`src/core/sram_port_cfg.svh`:
```
`ifndef SRAM_PORT_CFG_SVH
`define SRAM_PORT_CFG_SVH

// Array shape
`define SRAM_ADDR_W 17
`define SRAM_DATA_W 8
`define SRAM_WORDS 131072

// Reference clock
`define CLK_PERIOD_NS 40

// Slowest speed grade figures, in ns
`define READ_ACCESS_NS 15
`define STROBE_OE_HIGH_NS 9
`define STROBE_OE_LOW_NS 15
`define SEL_TO_END_NS 9
`define ADDR_TO_END_NS 9
`define DATA_TO_END_NS 7

// Wait timer width
`define TIMER_W 4

`endif

```
`src/core/sram_port_pkg.sv`:
```
`include "sram_port_cfg.svh"

package sram_port_pkg;

    typedef enum logic [2:0] {
        ST_IDLE,
        ST_W_SETUP,
        ST_W_PULSE,
        ST_W_END,
        ST_R_WAIT,
        ST_R_END
    } port_state_t;

    typedef logic [`SRAM_ADDR_W-1:0] word_address_t;
    typedef logic [`SRAM_DATA_W-1:0] data_word_t;
    typedef logic [`TIMER_W-1:0] wait_count_t;

    typedef struct packed {
        port_state_t state;
        word_address_t word_address;
        data_word_t data_out;
        logic data_oe;
        logic select_n;
        logic write_strobe_n;
        logic out_enable_n;
        data_word_t rdata;
        logic rvalid;
        logic ready;
        logic timer_load;
        wait_count_t timer_count;
    } port_regs_t;

    typedef struct packed {
        wait_count_t remain;
    } timer_regs_t;

    // Least time in whole clock cycles, never below one
    function automatic int ns_to_cycles(input int ns, input int period_ns);
        int cyc;
        cyc = (ns + period_ns - 1) / period_ns;
        return (cyc < 1) ? 1 : cyc;
    endfunction

endpackage

```
`src/core/sram_timer_if.sv`:
```
`timescale 1ns/1ns
interface sram_timer_if;
    import sram_port_pkg::*;
    logic load;
    wait_count_t count;
    logic done;
    modport ctrl (output load, output count, input done);
    modport timer (input load, input count, output done);
endinterface

```
`src/core/sram_wait_timer.sv`:
```
`timescale 1ns/1ns
module sram_wait_timer (
    input wire logic i_ref_clk,
    input wire logic i_rst,
    sram_timer_if.timer tmr
);
    import sram_port_pkg::*;

    timer_regs_t r;
    timer_regs_t next_r;

    // Reload on request, else count down to zero and rest there
    always_comb begin
        next_r = r;
        if (tmr.load) begin
            next_r.remain = tmr.count;
        end else if (r.remain != '0) begin
            next_r.remain = r.remain - wait_count_t'(1);
        end
    end

    always_ff @(posedge i_ref_clk) begin
        if (i_rst) begin
            r <= '0;
        end else begin
            r <= next_r;
        end
    end

    assign tmr.done = (r.remain == '0);
endmodule // sram_wait_timer

```
`src/core/async_static_ram_port.sv`:
```
`timescale 1ns/1ns
`include "sram_port_cfg.svh"
// How it works
// RULE_01: Device holds 131,072 bytes, 17-bit address.
// RULE_02: Device stores only while select and strobe low.
// RULE_03: Write starts at later falling edge.
// RULE_04: Write ends at first rising edge.
// RULE_05: Address stable before the write starts.
// RULE_06: Address unchanged until write has ended.
// RULE_07: Address valid long enough before write end.
// RULE_08: Select low long enough before write end.
// RULE_09: Strobe pulse minimum with outputs off.
// RULE_10: Longer strobe pulse when outputs stay on.
// RULE_11: Write data set up, held to end.
// RULE_12: Device floats data when strobe falls.
// RULE_13: Late select keeps device outputs off.
// RULE_14: Device drives again 3 ns after write.
// RULE_15: Device then shows data of current address.
// RULE_16: Strobe stays high through every read.
// RULE_17: Read data valid after select falls.
// RULE_18: Read data valid after output enable falls.
// RULE_19: Old data held briefly after address change.
// RULE_20: Device floats data when deselected.
// RULE_21: Device floats data when outputs disabled.
// RULE_22: Never drive data while device may drive.
// RULE_23: Count cycles covering every minimum time.
module async_static_ram_port #(
    parameter int READ_ACCESS_NS = `READ_ACCESS_NS,
    parameter int STROBE_NS = `STROBE_OE_LOW_NS
) (
    input wire logic i_ref_clk,
    input wire logic i_rst,
    input wire logic i_req,
    input wire logic i_write,
    input wire sram_port_pkg::word_address_t i_addr,
    input wire sram_port_pkg::data_word_t i_wdata,
    output logic o_ready,
    output sram_port_pkg::data_word_t o_rdata,
    output logic o_rvalid,
    output sram_port_pkg::word_address_t o_word_address,
    output logic o_select_n,
    output logic o_write_strobe_n,
    output logic o_out_enable_n,
    output sram_port_pkg::data_word_t o_data_out,
    output logic o_data_oe,
    input wire sram_port_pkg::data_word_t i_data_in
);
    import sram_port_pkg::*;

    // Cycle counts derived from the ns figures
    localparam int ACCESS_CYC = ns_to_cycles(READ_ACCESS_NS, `CLK_PERIOD_NS);
    localparam int STROBE_CYC = ns_to_cycles(STROBE_NS, `CLK_PERIOD_NS);
    localparam int SEL_CYC = ns_to_cycles(`SEL_TO_END_NS, `CLK_PERIOD_NS);
    localparam int ADDR_CYC = ns_to_cycles(`ADDR_TO_END_NS, `CLK_PERIOD_NS);
    localparam int DATA_CYC = ns_to_cycles(`DATA_TO_END_NS, `CLK_PERIOD_NS);
    localparam int MAX_WAIT = (1 << `TIMER_W);

    if (ACCESS_CYC > MAX_WAIT || STROBE_CYC > MAX_WAIT) begin : g_check
        $error("Wait times do not fit the wait timer");
    end
    if (`SRAM_WORDS != (1 << `SRAM_ADDR_W)) begin : g_shape
        $error("Address width does not match array depth");
    end

    port_regs_t r;
    port_regs_t next_r;
    sram_timer_if tmr ();

    sram_wait_timer u_timer (
        .i_ref_clk(i_ref_clk),
        .i_rst(i_rst),
        .tmr(tmr)
    );

    assign tmr.load = r.timer_load;
    assign tmr.count = r.timer_count;

    always_comb begin
        next_r = r;
        next_r.timer_load = 1'h0;
        next_r.rvalid = 1'h0;
        unique case (r.state)
            ST_IDLE: begin
                if (i_req && r.ready) begin
                    next_r.ready = 1'h0;
                    next_r.word_address = i_addr; // RULE_05
                    next_r.select_n = 1'h0;
                    if (i_write) begin
                        next_r.out_enable_n = 1'h1; // RULE_09
                        next_r.data_out = i_wdata;
                        next_r.data_oe = 1'h1; // RULE_22
                        next_r.state = ST_W_SETUP;
                    end else begin
                        next_r.out_enable_n = 1'h0;
                        next_r.timer_load = 1'h1;
                        next_r.timer_count = wait_count_t'(ACCESS_CYC - 1); // RULE_23
                        next_r.state = ST_R_WAIT;
                    end
                end
            end
            ST_W_SETUP: begin
                next_r.write_strobe_n = 1'h0;
                next_r.timer_load = 1'h1;
                next_r.timer_count = wait_count_t'(STROBE_CYC - 1); // RULE_10
                next_r.state = ST_W_PULSE;
            end
            ST_W_PULSE: begin
                if (tmr.done && !r.timer_load) begin
                    next_r.write_strobe_n = 1'h1; // RULE_11
                    next_r.state = ST_W_END;
                end
            end
            ST_W_END: begin
                next_r.select_n = 1'h1; // RULE_06
                next_r.data_oe = 1'h0;
                next_r.ready = 1'h1;
                next_r.state = ST_IDLE;
            end
            ST_R_WAIT: begin
                if (tmr.done && !r.timer_load) begin
                    next_r.rdata = i_data_in; // RULE_23
                    next_r.rvalid = 1'h1;
                    next_r.select_n = 1'h1;
                    next_r.out_enable_n = 1'h1;
                    next_r.state = ST_R_END;
                end
            end
            ST_R_END: begin
                next_r.ready = 1'h1; // RULE_22
                next_r.state = ST_IDLE;
            end
        endcase
    end

    always_ff @(posedge i_ref_clk) begin
        if (i_rst) begin
            r <= '{state: ST_IDLE, word_address: '0, data_out: '0, data_oe: 1'h0,
                   select_n: 1'h1, write_strobe_n: 1'h1, out_enable_n: 1'h1,
                   rdata: '0, rvalid: 1'h0, ready: 1'h1, timer_load: 1'h0,
                   timer_count: '0};
        end else begin
            r <= next_r;
        end
    end

    assign o_ready = r.ready;
    assign o_rdata = r.rdata;
    assign o_rvalid = r.rvalid;
    assign o_word_address = r.word_address;
    assign o_select_n = r.select_n;
    assign o_write_strobe_n = r.write_strobe_n;
    assign o_out_enable_n = r.out_enable_n;
    assign o_data_out = r.data_out;
    assign o_data_oe = r.data_oe;

    // Helper ages for the timing checks
    int strobe_age;
    int sel_age;
    int addr_age;
    int data_age;
    int read_age;

    always_ff @(posedge i_ref_clk) begin
        if (i_rst) begin
            strobe_age <= 0;
            sel_age <= 0;
            addr_age <= 0;
            data_age <= 0;
            read_age <= 0;
        end else begin
            strobe_age <= next_r.write_strobe_n ? 0 : strobe_age + 1;
            sel_age <= next_r.select_n ? 0 : sel_age + 1;
            addr_age <= (next_r.word_address != r.word_address) ? 0 : addr_age + 1;
            data_age <= (!next_r.data_oe || next_r.data_out != r.data_out) ? 0 : data_age + 1;
            read_age <= next_r.out_enable_n ? 0 : read_age + 1;
        end
    end

    AST_ADDR_SETUP: assert property (@(posedge i_ref_clk) disable iff (i_rst) // RULE_05
        $fell(o_write_strobe_n) |-> $stable(o_word_address) && $past(!o_select_n))
        else $error("Address or select not settled at write start");

    AST_ADDR_HELD: assert property (@(posedge i_ref_clk) disable iff (i_rst) // RULE_06
        !o_write_strobe_n |=> $stable(o_word_address))
        else $error("Address moved before write end");

    AST_ADDR_AGE: assert property (@(posedge i_ref_clk) disable iff (i_rst) // RULE_07
        $rose(o_write_strobe_n) |-> addr_age >= ADDR_CYC)
        else $error("Address valid too briefly before write end");

    AST_SEL_AGE: assert property (@(posedge i_ref_clk) disable iff (i_rst) // RULE_08
        $rose(o_write_strobe_n) |-> !o_select_n && sel_age >= SEL_CYC)
        else $error("Select low too briefly before write end");

    AST_STROBE_OE_HIGH: assert property (@(posedge i_ref_clk) disable iff (i_rst) // RULE_09
        !o_write_strobe_n |-> o_out_enable_n)
        else $error("Output enable low during strobe");

    AST_STROBE_WIDTH: assert property (@(posedge i_ref_clk) disable iff (i_rst) // RULE_10
        $rose(o_write_strobe_n) |-> $past(strobe_age) + 1 >= STROBE_CYC)
        else $error("Strobe pulse too short");

    AST_DATA_HELD: assert property (@(posedge i_ref_clk) disable iff (i_rst) // RULE_11
        $rose(o_write_strobe_n) |-> o_data_oe && data_age >= DATA_CYC)
        else $error("Write data not held to write end");

    AST_READ_STROBE_HIGH: assert property (@(posedge i_ref_clk) disable iff (i_rst) // RULE_16
        !o_out_enable_n |-> o_write_strobe_n && !o_data_oe)
        else $error("Strobe low or data driven during read");

    AST_NO_CONTENTION: assert property (@(posedge i_ref_clk) disable iff (i_rst) // RULE_22
        $rose(o_data_oe) |-> o_out_enable_n && $past(o_out_enable_n))
        else $error("Data driven while device may drive");

    AST_READ_WAIT: assert property (@(posedge i_ref_clk) disable iff (i_rst) // RULE_23
        o_rvalid |-> $past(read_age) + 1 >= ACCESS_CYC ##1 o_ready)
        else $error("Read sampled before access time");

    AST_STROBE_IN_SEL: assert property (@(posedge i_ref_clk) disable iff (i_rst) // RULE_08
        !o_write_strobe_n |-> !o_select_n && o_data_oe)
        else $error("Strobe low outside select or driven data");

    AST_WRITE_RELEASE: assert property (@(posedge i_ref_clk) disable iff (i_rst) // RULE_06
        $rose(o_write_strobe_n) |=> o_select_n && !o_data_oe && $stable(o_word_address))
        else $error("Pins not released cleanly after write end");
endmodule // async_static_ram_port

```
`config.mk`:
```
export PLATFORM = sky130hd
export DESIGN_NAME = async_static_ram_port
export DESIGN_NICKNAME = d
export VERILOG_FILES = /design/src/core/sram_port_pkg.sv /design/src/core/sram_timer_if.sv /design/src/core/sram_wait_timer.sv /design/src/core/async_static_ram_port.sv
export VERILOG_INCLUDE_DIRS = /design/src /design/src/core
export SDC_FILE = /design/constraint.sdc
export NUM_CORES = 1
export LEC_CHECK = 0
export ABC_CLOCK_PERIOD_IN_PS = 2240
export BUFFER_PORTS_ARGS = -buffer_cell sky130_fd_sc_hd__buf_4
export CORE_MARGIN = 2
export CORE_UTILIZATION = 49
export DETAILED_ROUTE_END_ITERATION = 7
export GPL_TIMING_DRIVEN = 0
export PLACE_DENSITY = 0.79
export SYNTH_ARGS = -nofsm -noshare
export SYNTH_HDL_FRONTEND = slang
export SYNTH_HIERARCHICAL = 1
export SYNTH_SLANG_ARGS = --single-unit
```
`constraint.sdc`:
```
create_clock -name i_ref_clk -period 2.24 [get_ports i_ref_clk]
set_input_delay 0.112 -clock i_ref_clk [delete_from_list [all_inputs] [get_ports i_ref_clk]]
set_output_delay 0.112 -clock i_ref_clk [all_outputs]
set_load 0.03 [all_outputs]
```
==> out/qor.txt, run 1 <==
Outcome -> complete, no violations
Final Core Density -> 69.4%
Worst Path Required -> 2.44 ns
Gate Count Post-Synth -> 234
I/O Buffers -> 75
Register area share after synthesis -> 45.1%
Inserted Diodes -> 0
Post-synthesis cell area -> 0.00208 mm^2
Largest net degree at the start of global routing -> 15
Met2 Resource Use GR -> 29.3%
H-tree depth reported by CTS -> 2
Post-route ant nets -> 0
Data arrival, critical path -> 2.17 ns
YS warnings -> 6
Critical Path End Type -> flip-flop
Grt ovf -> 0
Final Cell Area -> 0.00282 mm^2
Fin Hold WS -> 0.0153 ns
Die Wd -> 69.2 um
Largest cells by area after synthesis -> dfxtp_1, buf_4, nand2_1
Residual DRC -> 0
GRT Total Usage -> 18.1%
Fin nets -> 357
Die ar. -> 0.00479 mm^2
Hold Crit Class -> in -> reg
Synthesized flop and latch total -> 47
Max-Cap Viols -> 0
Max Clk Rate -> 506 MHz
DIE HEIGHT -> 69.2 um
Clock skew -> 0.00814 ns
Via count -> 1757
Cell taking the most area after synthesis -> dfxtp_1
Synthesis-to-finish area growth -> 35.1%
Global-route met1 utilization -> 22.9%
I/O pin count -> 76
Crit path launch type -> flip-flop
Clk buf depth -> 2
DP Wirelength -> 3060 um
Worst slew pin tran -> 0.680 ns
CTS tree -> done
CTS buffer count -> 5
Final setup viols -> 0
Initial drt markers -> 63
1st-pass router iterations -> 4
Cell variety after synth -> 41
RD Place Congestion -> 0.862
Setup WS post-layout -> 0.264 ns
Yosys top cell area share -> 45.1%
Avg Cell Area, Syn -> 8.91 um^2
Initial core utilization -> 51.4%
Sum Neg Setup Slack -> 0 ns
Leakage -> 1.30 nW
Slew headroom -> 54.6%
Wire per inst -> 11.2 um
Unrepaired setup endpoints after global routing -> false
Clock Latency Late Sink -> 0.30 ns
Fraction of layout cells with a size suffix above 1 -> 40.9%
Final Slew Violations -> 0
Fillers -> 352
Final min period -> 1.98 ns
Total Wirelength -> 4130 um
Clk pin slew, worst setup/hold paths -> 0.08 ns
DP Area -> 0.00272 mm^2
Commonest cells after routing, fill and taps aside -> buf_4, dfxtp_1, nand2_1, a21oi_1, nor2_1
Met3 Use GR -> 6.54%
Commonest non-fill, non-tap cell in the layout -> buf_4
Row cnt -> 23
Setup WS pre-CTS -> 0.138 ns
Power density cells -> 896 mW/mm^2
Core Region -> 0.00406 mm^2
Antenna violations before repair -> 0
Clk sinks -> 47
Period utilization -> 88.2%
Root Buffer -> clkbuf_8
Maximum vdd ir drop -> 0.536 mV
WS Path Type -> reg -> reg
Largest fanout on the critical path -> 9
Via-to-Cell Ratio -> 4.75
First-pass GRT wire length -> 7160 um
Number of global-route vias before repair -> 1640
Final hold viol count -> 0
Grt peak-use layer -> met2
Hold buffers post-CTS -> 0
[area by class of cell]
type / instances / area (um^2) / area share [%]
inverter: 3 / 11.3 / 0.400
tap: 50 / 62.6 / 2.22
timing repair buffer: 75 / 563 / 20.0
buffer: 44 / 317 / 11.2
clock buffer: 6 / 72.6 / 2.58
multi-input combinational: 143 / 836 / 29.7
clock inverter: 2 / 12.5 / 0.444
sequential: 47 / 941 / 33.4
[sequential cells by signal, indices dropped and copies added, names as in the netlist]
signal and cells:
o_select_n 1, o_word_address 17, r 3, o_rvalid 1, o_rdata 8, o_ready 1, o_data_oe 1, o_write_strobe_n 1
u_timer/r 4, tmr.load 1, o_data_out 8, o_out_enable_n 1
[where the power goes]
part           internal, mW  leakage [nW]  switching (mW)
Clock                 0.218        0.0412           0.276
Combinational         0.492         0.873           0.502
Sequential            0.953         0.384          0.0812
Total                  1.66          1.30           0.859
[synthesized netlist by cell type]
| master | count |
|---|---|
| a211oi_1 | 1 |
| nor3b_4 | 1 |
| mux2i_1 | 9 |
| clkbuf_1 | 6 |
| nor2_1 | 15 |
| a22oi_1 | 1 |
| inv_1 | 3 |
| a41o_1 | 1 |
| o22ai_1 | 2 |
| nor2_4 | 1 |
| xnor2_1 | 3 |
| nand2_1 | 44 |
| nor3_2 | 1 |
| buf_2 | 1 |
| a21oi_2 | 1 |
| nor4b_2 | 1 |
| nand3b_1 | 1 |
| buf_6 | 3 |
| or2_1 | 1 |
| mux2_2 | 1 |
| a22o_1 | 8 |
| o22a_1 | 1 |
| nand3_1 | 2 |
| o21bai_1 | 1 |
| nand2b_1 | 1 |
| a31o_2 | 1 |
| dfxtp_1 | 47 |
| nor3_1 | 4 |
| buf_4 | 34 |
| nor4b_1 | 1 |
| nor2_2 | 2 |
| o21ai_0 | 2 |
| or3_1 | 1 |
| or2_2 | 1 |
| o32ai_1 | 1 |
| and3b_1 | 1 |
| conb_1 | 1 |
| a21oi_1 | 24 |
| nor2b_1 | 2 |
| and3b_2 | 1 |
| ha_1 | 1 |
[cell families after synthesis]
| logic type | after synthesis | synth area share, % |
|---|---|---|
| AND/OR/NAND/NOR | 81 | 18.8 |
| flip-flops | 47 | 45.1 |
| buffers and inverters | 47 | 15.7 |
| AO/OA/AOI/OAI | 44 | 13.4 |
| multiplexers | 10 | 4.86 |
| XOR/XNOR | 3 | 1.26 |
| adder cells (fa/ha/maj) | 1 | 0.600 |
| other | 1 | 0.180 |
[layer usage]
layer	up-vias	wire [um]
met5	-	0
met4	0	44
met3	5	308
met2	66	1970
met1	768	1800
li1	918	-
[worst paths after layout]
check,startpoint,end,slack [ns],cells past startpoint
setup / recovery,u_timer/r[0]$_SDFFE_PP0P_,o_rdata[1]$_SDFFE_PP0P_,0.26,6
setup reg to reg,u_timer/r[0]$_SDFFE_PP0P_,o_rdata[1]$_SDFFE_PP0P_,0.26,6
hold reg to reg,o_word_address[4]$_SDFFE_PP0P_,o_word_address[4]$_SDFFE_PP0P_,0.46,2
hold / removal,i_data_in[6],o_rdata[6]$_SDFFE_PP0P_,0.02,2
[what timing repair did]
item / 4_1_cts / 5_1_grt
resized for setup: 0 / 1
endpoints found under the hold margin: 0 / 0
buffers inserted: 0 / 0
endpoints found under the setup margin: 0 / 3
[critical path, cell delays in order (launching register included)]
cell     delay, ns
dfxtp_1       0.32
inv_1         0.08
ha_1          0.18
nor3b_4       0.33
nor4b_4       0.36
a21oi_1       0.29
a22o_1        0.31
[metrics by stage]
step	cells	total power, mW
floorplan	237	1.77
finish	370	2.52
global placement	362	2.02
CTS	370	2.53
detailed placement	362	2.03
global route	370	2.69
Note: power is estimated with default switching activity, not from simulation.
==> run 2, diff against run 1 <==
- ABC_CLOCK_PERIOD_IN_PS: 2240 -> 2050
- CORE_UTILIZATION: 49 -> 35
- PLACE_DENSITY: 0.79 -> unset
- clock period: 2.24 -> 2.05 ns (I/O delays scaled with it)
==> run 2 against run 1 <==
  * Register-to-register slack worse by 0.04 ns
  * Clock-buffer cell count down 1
  * Flip-flop and latch count unchanged
  * Setup slack worse by 0.043 ns
  * Total power up 20%
  * Largest cell class is now non-clock buffers
  * Highest routed layer unchanged
==> out/qor.txt, run 2 (synthesis results as in run 1) <==
Outcome -> complete, no violations
First-pass GRT wire length -> 7100 um (-0.77%)
Clock skew -> 0.00438 ns (-0.00375 ns)
Final min period -> 1.83 ns (-0.147 ns)
Max-Cap Viols -> 0 (unchanged)
Commonest non-fill, non-tap cell in the layout -> buf_4
Unrepaired setup endpoints after global routing -> false
GRT Total Usage -> 13.6% (-4.5 points)
Fillers -> 595 (+69%)
Initial drt markers -> 51 (-19%)
Clock Latency Late Sink -> 0.30 ns (about the same)
Sw Pwr -> 0.986 mW (+15%)
Inserted Diodes -> 0 (unchanged)
Row cnt -> 28 (+22%)
H-tree depth reported by CTS -> 2 (unchanged)
Wire per inst -> 10.9 um (-1.9%)
Initial core utilization -> 35.6% (-16 points)
Clk sinks -> 47 (unchanged)
WS Path Type -> reg -> reg
CTS buffer count -> 5 (unchanged)
Final setup viols -> 0 (unchanged)
I/O pin count -> 76 (unchanged)
Worst Path Required -> 2.30 ns (-0.14 ns)
Max Clk Rate -> 547 MHz (+8.0%)
Worst-case reg-to-reg path depth -> 7 (+1)
Core Region -> 0.00585 mm^2 (+44%)
Max reg flops -> 17 (unchanged)
Clk buf depth -> 2 (unchanged)
Fraction of layout cells with a size suffix above 1 -> 41.5% (+0.58 points)
Setup crit end -> o_rdata[2]$_SDFFE_PP0P_
Final Cell Area -> 0.00298 mm^2 (+5.7%)
Clk pin slew, worst setup/hold paths -> 0.09 ns (about the same)
Die ar. -> 0.00659 mm^2 (+38%)
Post-route ant nets -> 0 (unchanged)
Critical Path End Type -> flip-flop
Data arrival, critical path -> 2.08 ns (-0.09 ns)
R2R Path End -> o_rdata[2]$_SDFFE_PP0P_
Internal power -> 2.03 mW (+22%)
Power density cells -> 1010 mW/mm^2 (+13%)
Sw Ratio -> 32.7% (-1.3 points)
Clock share of power -> 22.8% (+3.2 points)
Via-to-Cell Ratio -> 4.40 (-7.2%)
Reg2reg setup slack -> 0.22 ns (-0.04 ns)
Fin nets -> 367 (+2.8%)
Setup WS post-layout -> 0.221 ns (-0.0433 ns)
Total Wirelength -> 4430 um (+7.3%)
Via count -> 1784 (+1.5%)
Hold Crit Class -> in -> reg
Largest fanout on the critical path -> 9 (unchanged)
DIE HEIGHT -> 81.2 um (+17%)
Final Slew Violations -> 0 (unchanged)
Die Wd -> 81.2 um (+17%)
Antenna violations before repair -> 0 (unchanged)
Root Buffer -> clkbuf_8
Leakage -> 1.36 nW (+4.8%)
Gate power share -> 39.6% (+0.2 points)
Grt ovf -> 0 (unchanged)
Final hold viol count -> 0 (unchanged)
Crit path launch type -> flip-flop
RD Place Congestion -> 0.798 (-7.5%)
DP Area -> 0.00275 mm^2 (+1.1%)
DP Wirelength -> 3170 um (+3.4%)
Critical Path Source -> u_timer/r[0]$_SDFFE_PP0P_
Residual DRC -> 0 (unchanged)
Synthesis-to-finish area growth -> 42.8%
Commonest cells after routing, fill and taps aside -> buf_4, dfxtp_1, nand2_1, a21oi_1, nor2_1
Number of global-route vias before repair -> 1608 (-2.0%)
Period utilization -> 89.2% (+1.0 points)
Flop pwr share -> 37.6% (-3.4 points)
FF-to-FF Start -> u_timer/r[0]$_SDFFE_PP0P_
Setup WS pre-CTS -> -0.126 ns (-0.264 ns)
1st-pass router iterations -> 4 (unchanged)
CTS tree -> done
Largest net degree at the start of global routing -> 17 (+2)
Maximum vdd ir drop -> 0.426 mV (-20%)
I/O Buffers -> 75 (unchanged)
[run 2: per-layer routing]
layer | GRT usage [%] | part of all wire (%) | vias up
li1 | - | - | 935
met1 | 16.6 | 45 | 789
met2 | 22.6 | 47 | 56
met3 | 4.56 | 7.4 | 4
met4 | 4.07 | 0.61 | 0
met5 | 0 | 0 | -
[run 2: critical path: stages, from the launching register on]
cell	delay (ns)
dfxtp_1	0.33
inv_1	0.09
ha_1	0.19
nor3b_4	0.27
nor4b_4	0.36
nand2_1	0.15
nor2_4	0.23
a22o_1	0.16
[run 2: worst min-delay path by stage]
stage / startpoint / to / slack, ns / depth (start not counted)
after floorplan: i_rst / u_timer/r[2]$_SDFFE_PP0P_ / 0.18 / 1
after global placement: i_data_in[3] / o_rdata[3]$_SDFFE_PP0P_ / 0.31 / 2
after detailed placement: i_data_in[5] / o_rdata[5]$_SDFFE_PP0P_ / 0.32 / 2
after CTS: i_data_in[1] / o_rdata[1]$_SDFFE_PP0P_ / 0.00008 / 2
after global routing: i_data_in[6] / o_rdata[6]$_SDFFE_PP0P_ / 0.004 / 2
final: i_data_in[6] / o_rdata[6]$_SDFFE_PP0P_ / 0.02 / 2
[run 2: cell type report]
| cell class | count | area (um^2) | share of cell area [%] |
|---|---|---|---|
| Sequential cell | 47 | 941 | 31.6 |
| Clock buffer | 5 | 68.8 | 2.31 |
| Multi-Input combinational cell | 143 | 845 | 28.4 |
| Tap cell | 75 | 93.8 | 3.15 |
| Clock inverter | 3 | 47.5 | 1.60 |
| Timing Repair Buffer | 85 | 653 | 21.9 |
| Inverter | 3 | 11.3 | 0.378 |
| Buffer | 44 | 317 | 10.6 |
[run 2: power groups by stage]
stage	Clock, mW	Combinational, mW	Sequential, mW
global route	0.752	1.31	1.15
floorplan	0	0.751	1.18
global placement	0	1.07	1.15
finish	0.687	1.20	1.13
CTS	0.715	1.11	1.13
detailed placement	0	1.08	1.15
[run 2: stage by stage]
stage | instances | total power, mW | hold WS [ns] | setup TNS [ns] | utilization, %
3_5_place_dp | 387 | 2.24 | 0.319 | -0.969 | 47.0
4_1_cts | 400 | 2.96 | 0.0000769 | 0 | 50.0
3_3_place_gp | 387 | 2.22 | 0.311 | -0.794 | 47.0
6_report | 405 | 3.02 | 0.0166 | 0 | 50.9
5_1_grt | 405 | 3.21 | 0.00412 | 0 | 50.9
2_1_floorplan | 237 | 1.93 | 0.182 | 0 | -
[run 2: what timing repair did]
action                                 CTS  global route
setup endpoints to repair                8             8
buffers inserted                         0             4
gates resized for setup                  1             2
hold buffers                             5             1
pin swaps                                0             0
endpoints found under the hold margin    5             1
==> run 3, diff against run 2 <==
- CORE_ASPECT_RATIO: unset -> 1.5
- SETUP_SLACK_MARGIN: unset -> 0.4
==> run 3 against run 2 <==
  * Setup slack gained 0.15 ns
  * Wire length increased by 6.8%
  * Non-clock buffer count increased by 11
  * Flip-flop and latch count unchanged
  * Design area increased by 8.7%
  * Clock skew about the same
  * Critical path type unchanged
  * Total power up 5.6%
  * Hold slack lost 0.0073 ns
  * First-iteration DRC count fell by 14%
==> out/qor.txt, run 3 (synthesis results as in run 1) <==
Max reg flops -> 17 (unchanged)
Antenna violations before repair -> 0 (unchanged)
DP Wirelength -> 3280 um (+3.3%)
Inserted Diodes -> 0 (unchanged)
Max-Cap Viols -> 0 (unchanged)
Fillers -> 579 (-2.7%)
Clk pin slew, worst setup/hold paths -> 0.09 ns (about the same)
Root Buffer -> clkbuf_8
Fraction of layout cells with a size suffix above 1 -> 49.7% (+8.2 points)
Reg2reg setup slack -> 0.38 ns (+0.15 ns)
First-pass GRT wire length -> 7720 um (+8.7%)
Synthesis-to-finish area growth -> 55.2%
Largest net degree at the start of global routing -> 15 (-2)
Commonest cells after routing, fill and taps aside -> buf_4, dfxtp_1, nand2_1, nor2_1, a21oi_1
Min-delay src -> i_rst
Clock skew -> 0.00468 ns (+0.000300 ns)
Final min period -> 1.67 ns (-0.155 ns)
Fin nets -> 379 (+3.3%)
Maximum vdd ir drop -> 0.556 mV (+30%)
Final hold viol count -> 0 (unchanged)
WS Path Type -> reg -> reg
Total Wirelength -> 4730 um (+6.8%)
Core Region -> 0.00579 mm^2 (-1.1%)
Worst Path Required -> 2.29 ns (about the same)
Clock Latency Late Sink -> 0.30 ns (about the same)
Grt ovf -> 0 (unchanged)
Critical Path End Type -> flip-flop
I/O Buffers -> 75 (unchanged)
Final setup viols -> 0 (unchanged)
Die Wd -> 67.0 um (-17%)
Hold endpoint -> u_timer/r[2]$_SDFFE_PP0P_
Die ar. -> 0.00660 mm^2 (+0.18%)
Via-to-Cell Ratio -> 4.46 (+1.2%)
CTS tree -> done
Initial drt markers -> 44 (-14%)
Max Clk Rate -> 597 MHz (+9.2%)
Hold Crit Class -> in -> reg
Data arrival, critical path -> 1.92 ns (-0.16 ns)
Residual DRC -> 0 (unchanged)
Commonest non-fill, non-tap cell in the layout -> buf_4
Initial core utilization -> 36.0% (+0.40 points)
Pwr Total -> 3.18 mW (+5.6%)
DIE HEIGHT -> 98.5 um (+21%)
I/O pin count -> 76 (unchanged)
GRT Total Usage -> 15.2% (+1.6 points)
WHS Path Cells -> 2 (unchanged)
Wire per inst -> 11.4 um (+4.5%)
R2R Path End -> tmr.load$_SDFF_PP0_
Clk sinks -> 47 (unchanged)
Worst slew pin tran -> 0.635 ns
1st-pass router iterations -> 4 (unchanged)
Post-route ant nets -> 0 (unchanged)
Largest fanout on the critical path -> 4 (-5)
H-tree depth reported by CTS -> 2 (unchanged)
FF-to-FF Start -> r[44]$_SDFFE_PP0P_
Sum Neg Setup Slack -> 0 ns (unchanged)
Worst-case reg-to-reg path depth -> 8 (+1)
Number of global-route vias before repair -> 1720 (+7.0%)
Row cnt -> 34 (+21%)
Final Slew Violations -> 0 (unchanged)
Unrepaired setup endpoints after global routing -> true
Via count -> 1846 (+3.5%)
RD Place Congestion -> 0.745 (-6.6%)
Leakage -> 1.47 nW (+7.9%)
Outcome -> complete, no violations
Slew headroom -> 57.6%
Power density cells -> 984 mW/mm^2 (-2.8%)
CTS buffer count -> 5 (unchanged)
Clk buf depth -> 2 (unchanged)
Crit path launch type -> flip-flop
Period utilization -> 81.7% (-7.5 points)
-- run 3: changes by cell type in the layout (fill, tap and decap cells not counted), sizes merged --
cell | previous run | this run
dlygate4sd3 | 6 | 8
clkinv | 1 | 0
buf | 117 | 126
clkinvlp | 0 | 1
clkbuf | 11 | 13
inv | 4 | 3
nor2 | 18 | 19
bufinv | 1 | 0
-- run 3: cell type report --
cell class / instances / area, um^2 / area share [%]
plain buffers: 44 / 327 / 10.1
clock inverters: 1 / 7.51 / 0.232
multi-input cells: 144 / 968 / 29.9
well taps: 72 / 90.1 / 2.79
flip-flops and latches: 47 / 945 / 29.2
repair buffers: 96 / 790 / 24.4
clock buffers: 7 / 96.3 / 2.98
inverters: 3 / 11.3 / 0.348
-- run 3: metrics by stage --
step / instance area [um^2] / hold slack (ns) / util, % / setup WS, ns / std cells
after floorplan: 2110 / 0.182 / - / 0.407 / 237
after global placement: 2770 / 0.313 / 47.8 / 0.108 / 384
after detailed placement: 2770 / 0.316 / 47.8 / 0.117 / 384
after CTS: 3100 / 0.000604 / 53.5 / 0.337 / 410
after global routing: 3230 / 0.00220 / 55.9 / 0.298 / 414
final: 3230 / 0.00932 / 55.9 / 0.375 / 414
-- run 3: where the power goes --
part / internal, mW / switching (mW)
Clock: 0.307 / 0.309
Combinational: 0.760 / 0.662
Sequential: 1.05 / 0.101
Total: 2.11 / 1.07
-- run 3: worst max-delay path: stages (launching register included) --
cell,delay [ns]
dfxtp_2,0.32
buf_6,0.11
or3_1,0.32
buf_6,0.14
or2_1,0.23
buf_6,0.14
buf_6,0.11
o22a_1,0.18
nor2_1,0.07
-- run 3: timing repair --
action / in CTS / in global routing
pin swaps: 7 / 27
setup buffers: 9 / 3
cloned: 2 / 0
endpoints found under the setup margin: 25 / 28
resized for setup: 15 / 24
hold endpoints to repair: 7 / 1
hold buffers: 7 / 1
-- run 3: layer usage --
metal  vias up  wire, um  GRT usage (%)
met5         -         0              0
met4         0        77           7.38
met3         7       228           3.65
met2        46      2480           25.3
met1       830      1940           17.8
li1        963         -              -
-- run 3: worst max path at each step --
| stage | to | startpoint | slack (ns) |
|---|---|---|---|
| after CTS | tmr.load$_SDFF_PP0_ | r[44]$_SDFFE_PP0P_ | 0.34 |
| final | tmr.load$_SDFF_PP0_ | r[44]$_SDFFE_PP0P_ | 0.38 |
| after global placement | o_rdata[7]$_SDFFE_PP0P_ | u_timer/r[0]$_SDFFE_PP0P_ | 0.11 |
| after detailed placement | o_rdata[1]$_SDFFE_PP0P_ | u_timer/r[0]$_SDFFE_PP0P_ | 0.12 |
| after global routing | tmr.load$_SDFF_PP0_ | r[44]$_SDFFE_PP0P_ | 0.30 |
| after floorplan | o_rdata[0]$_SDFFE_PP0P_ | u_timer/r[0]$_SDFFE_PP0P_ | 0.41 |
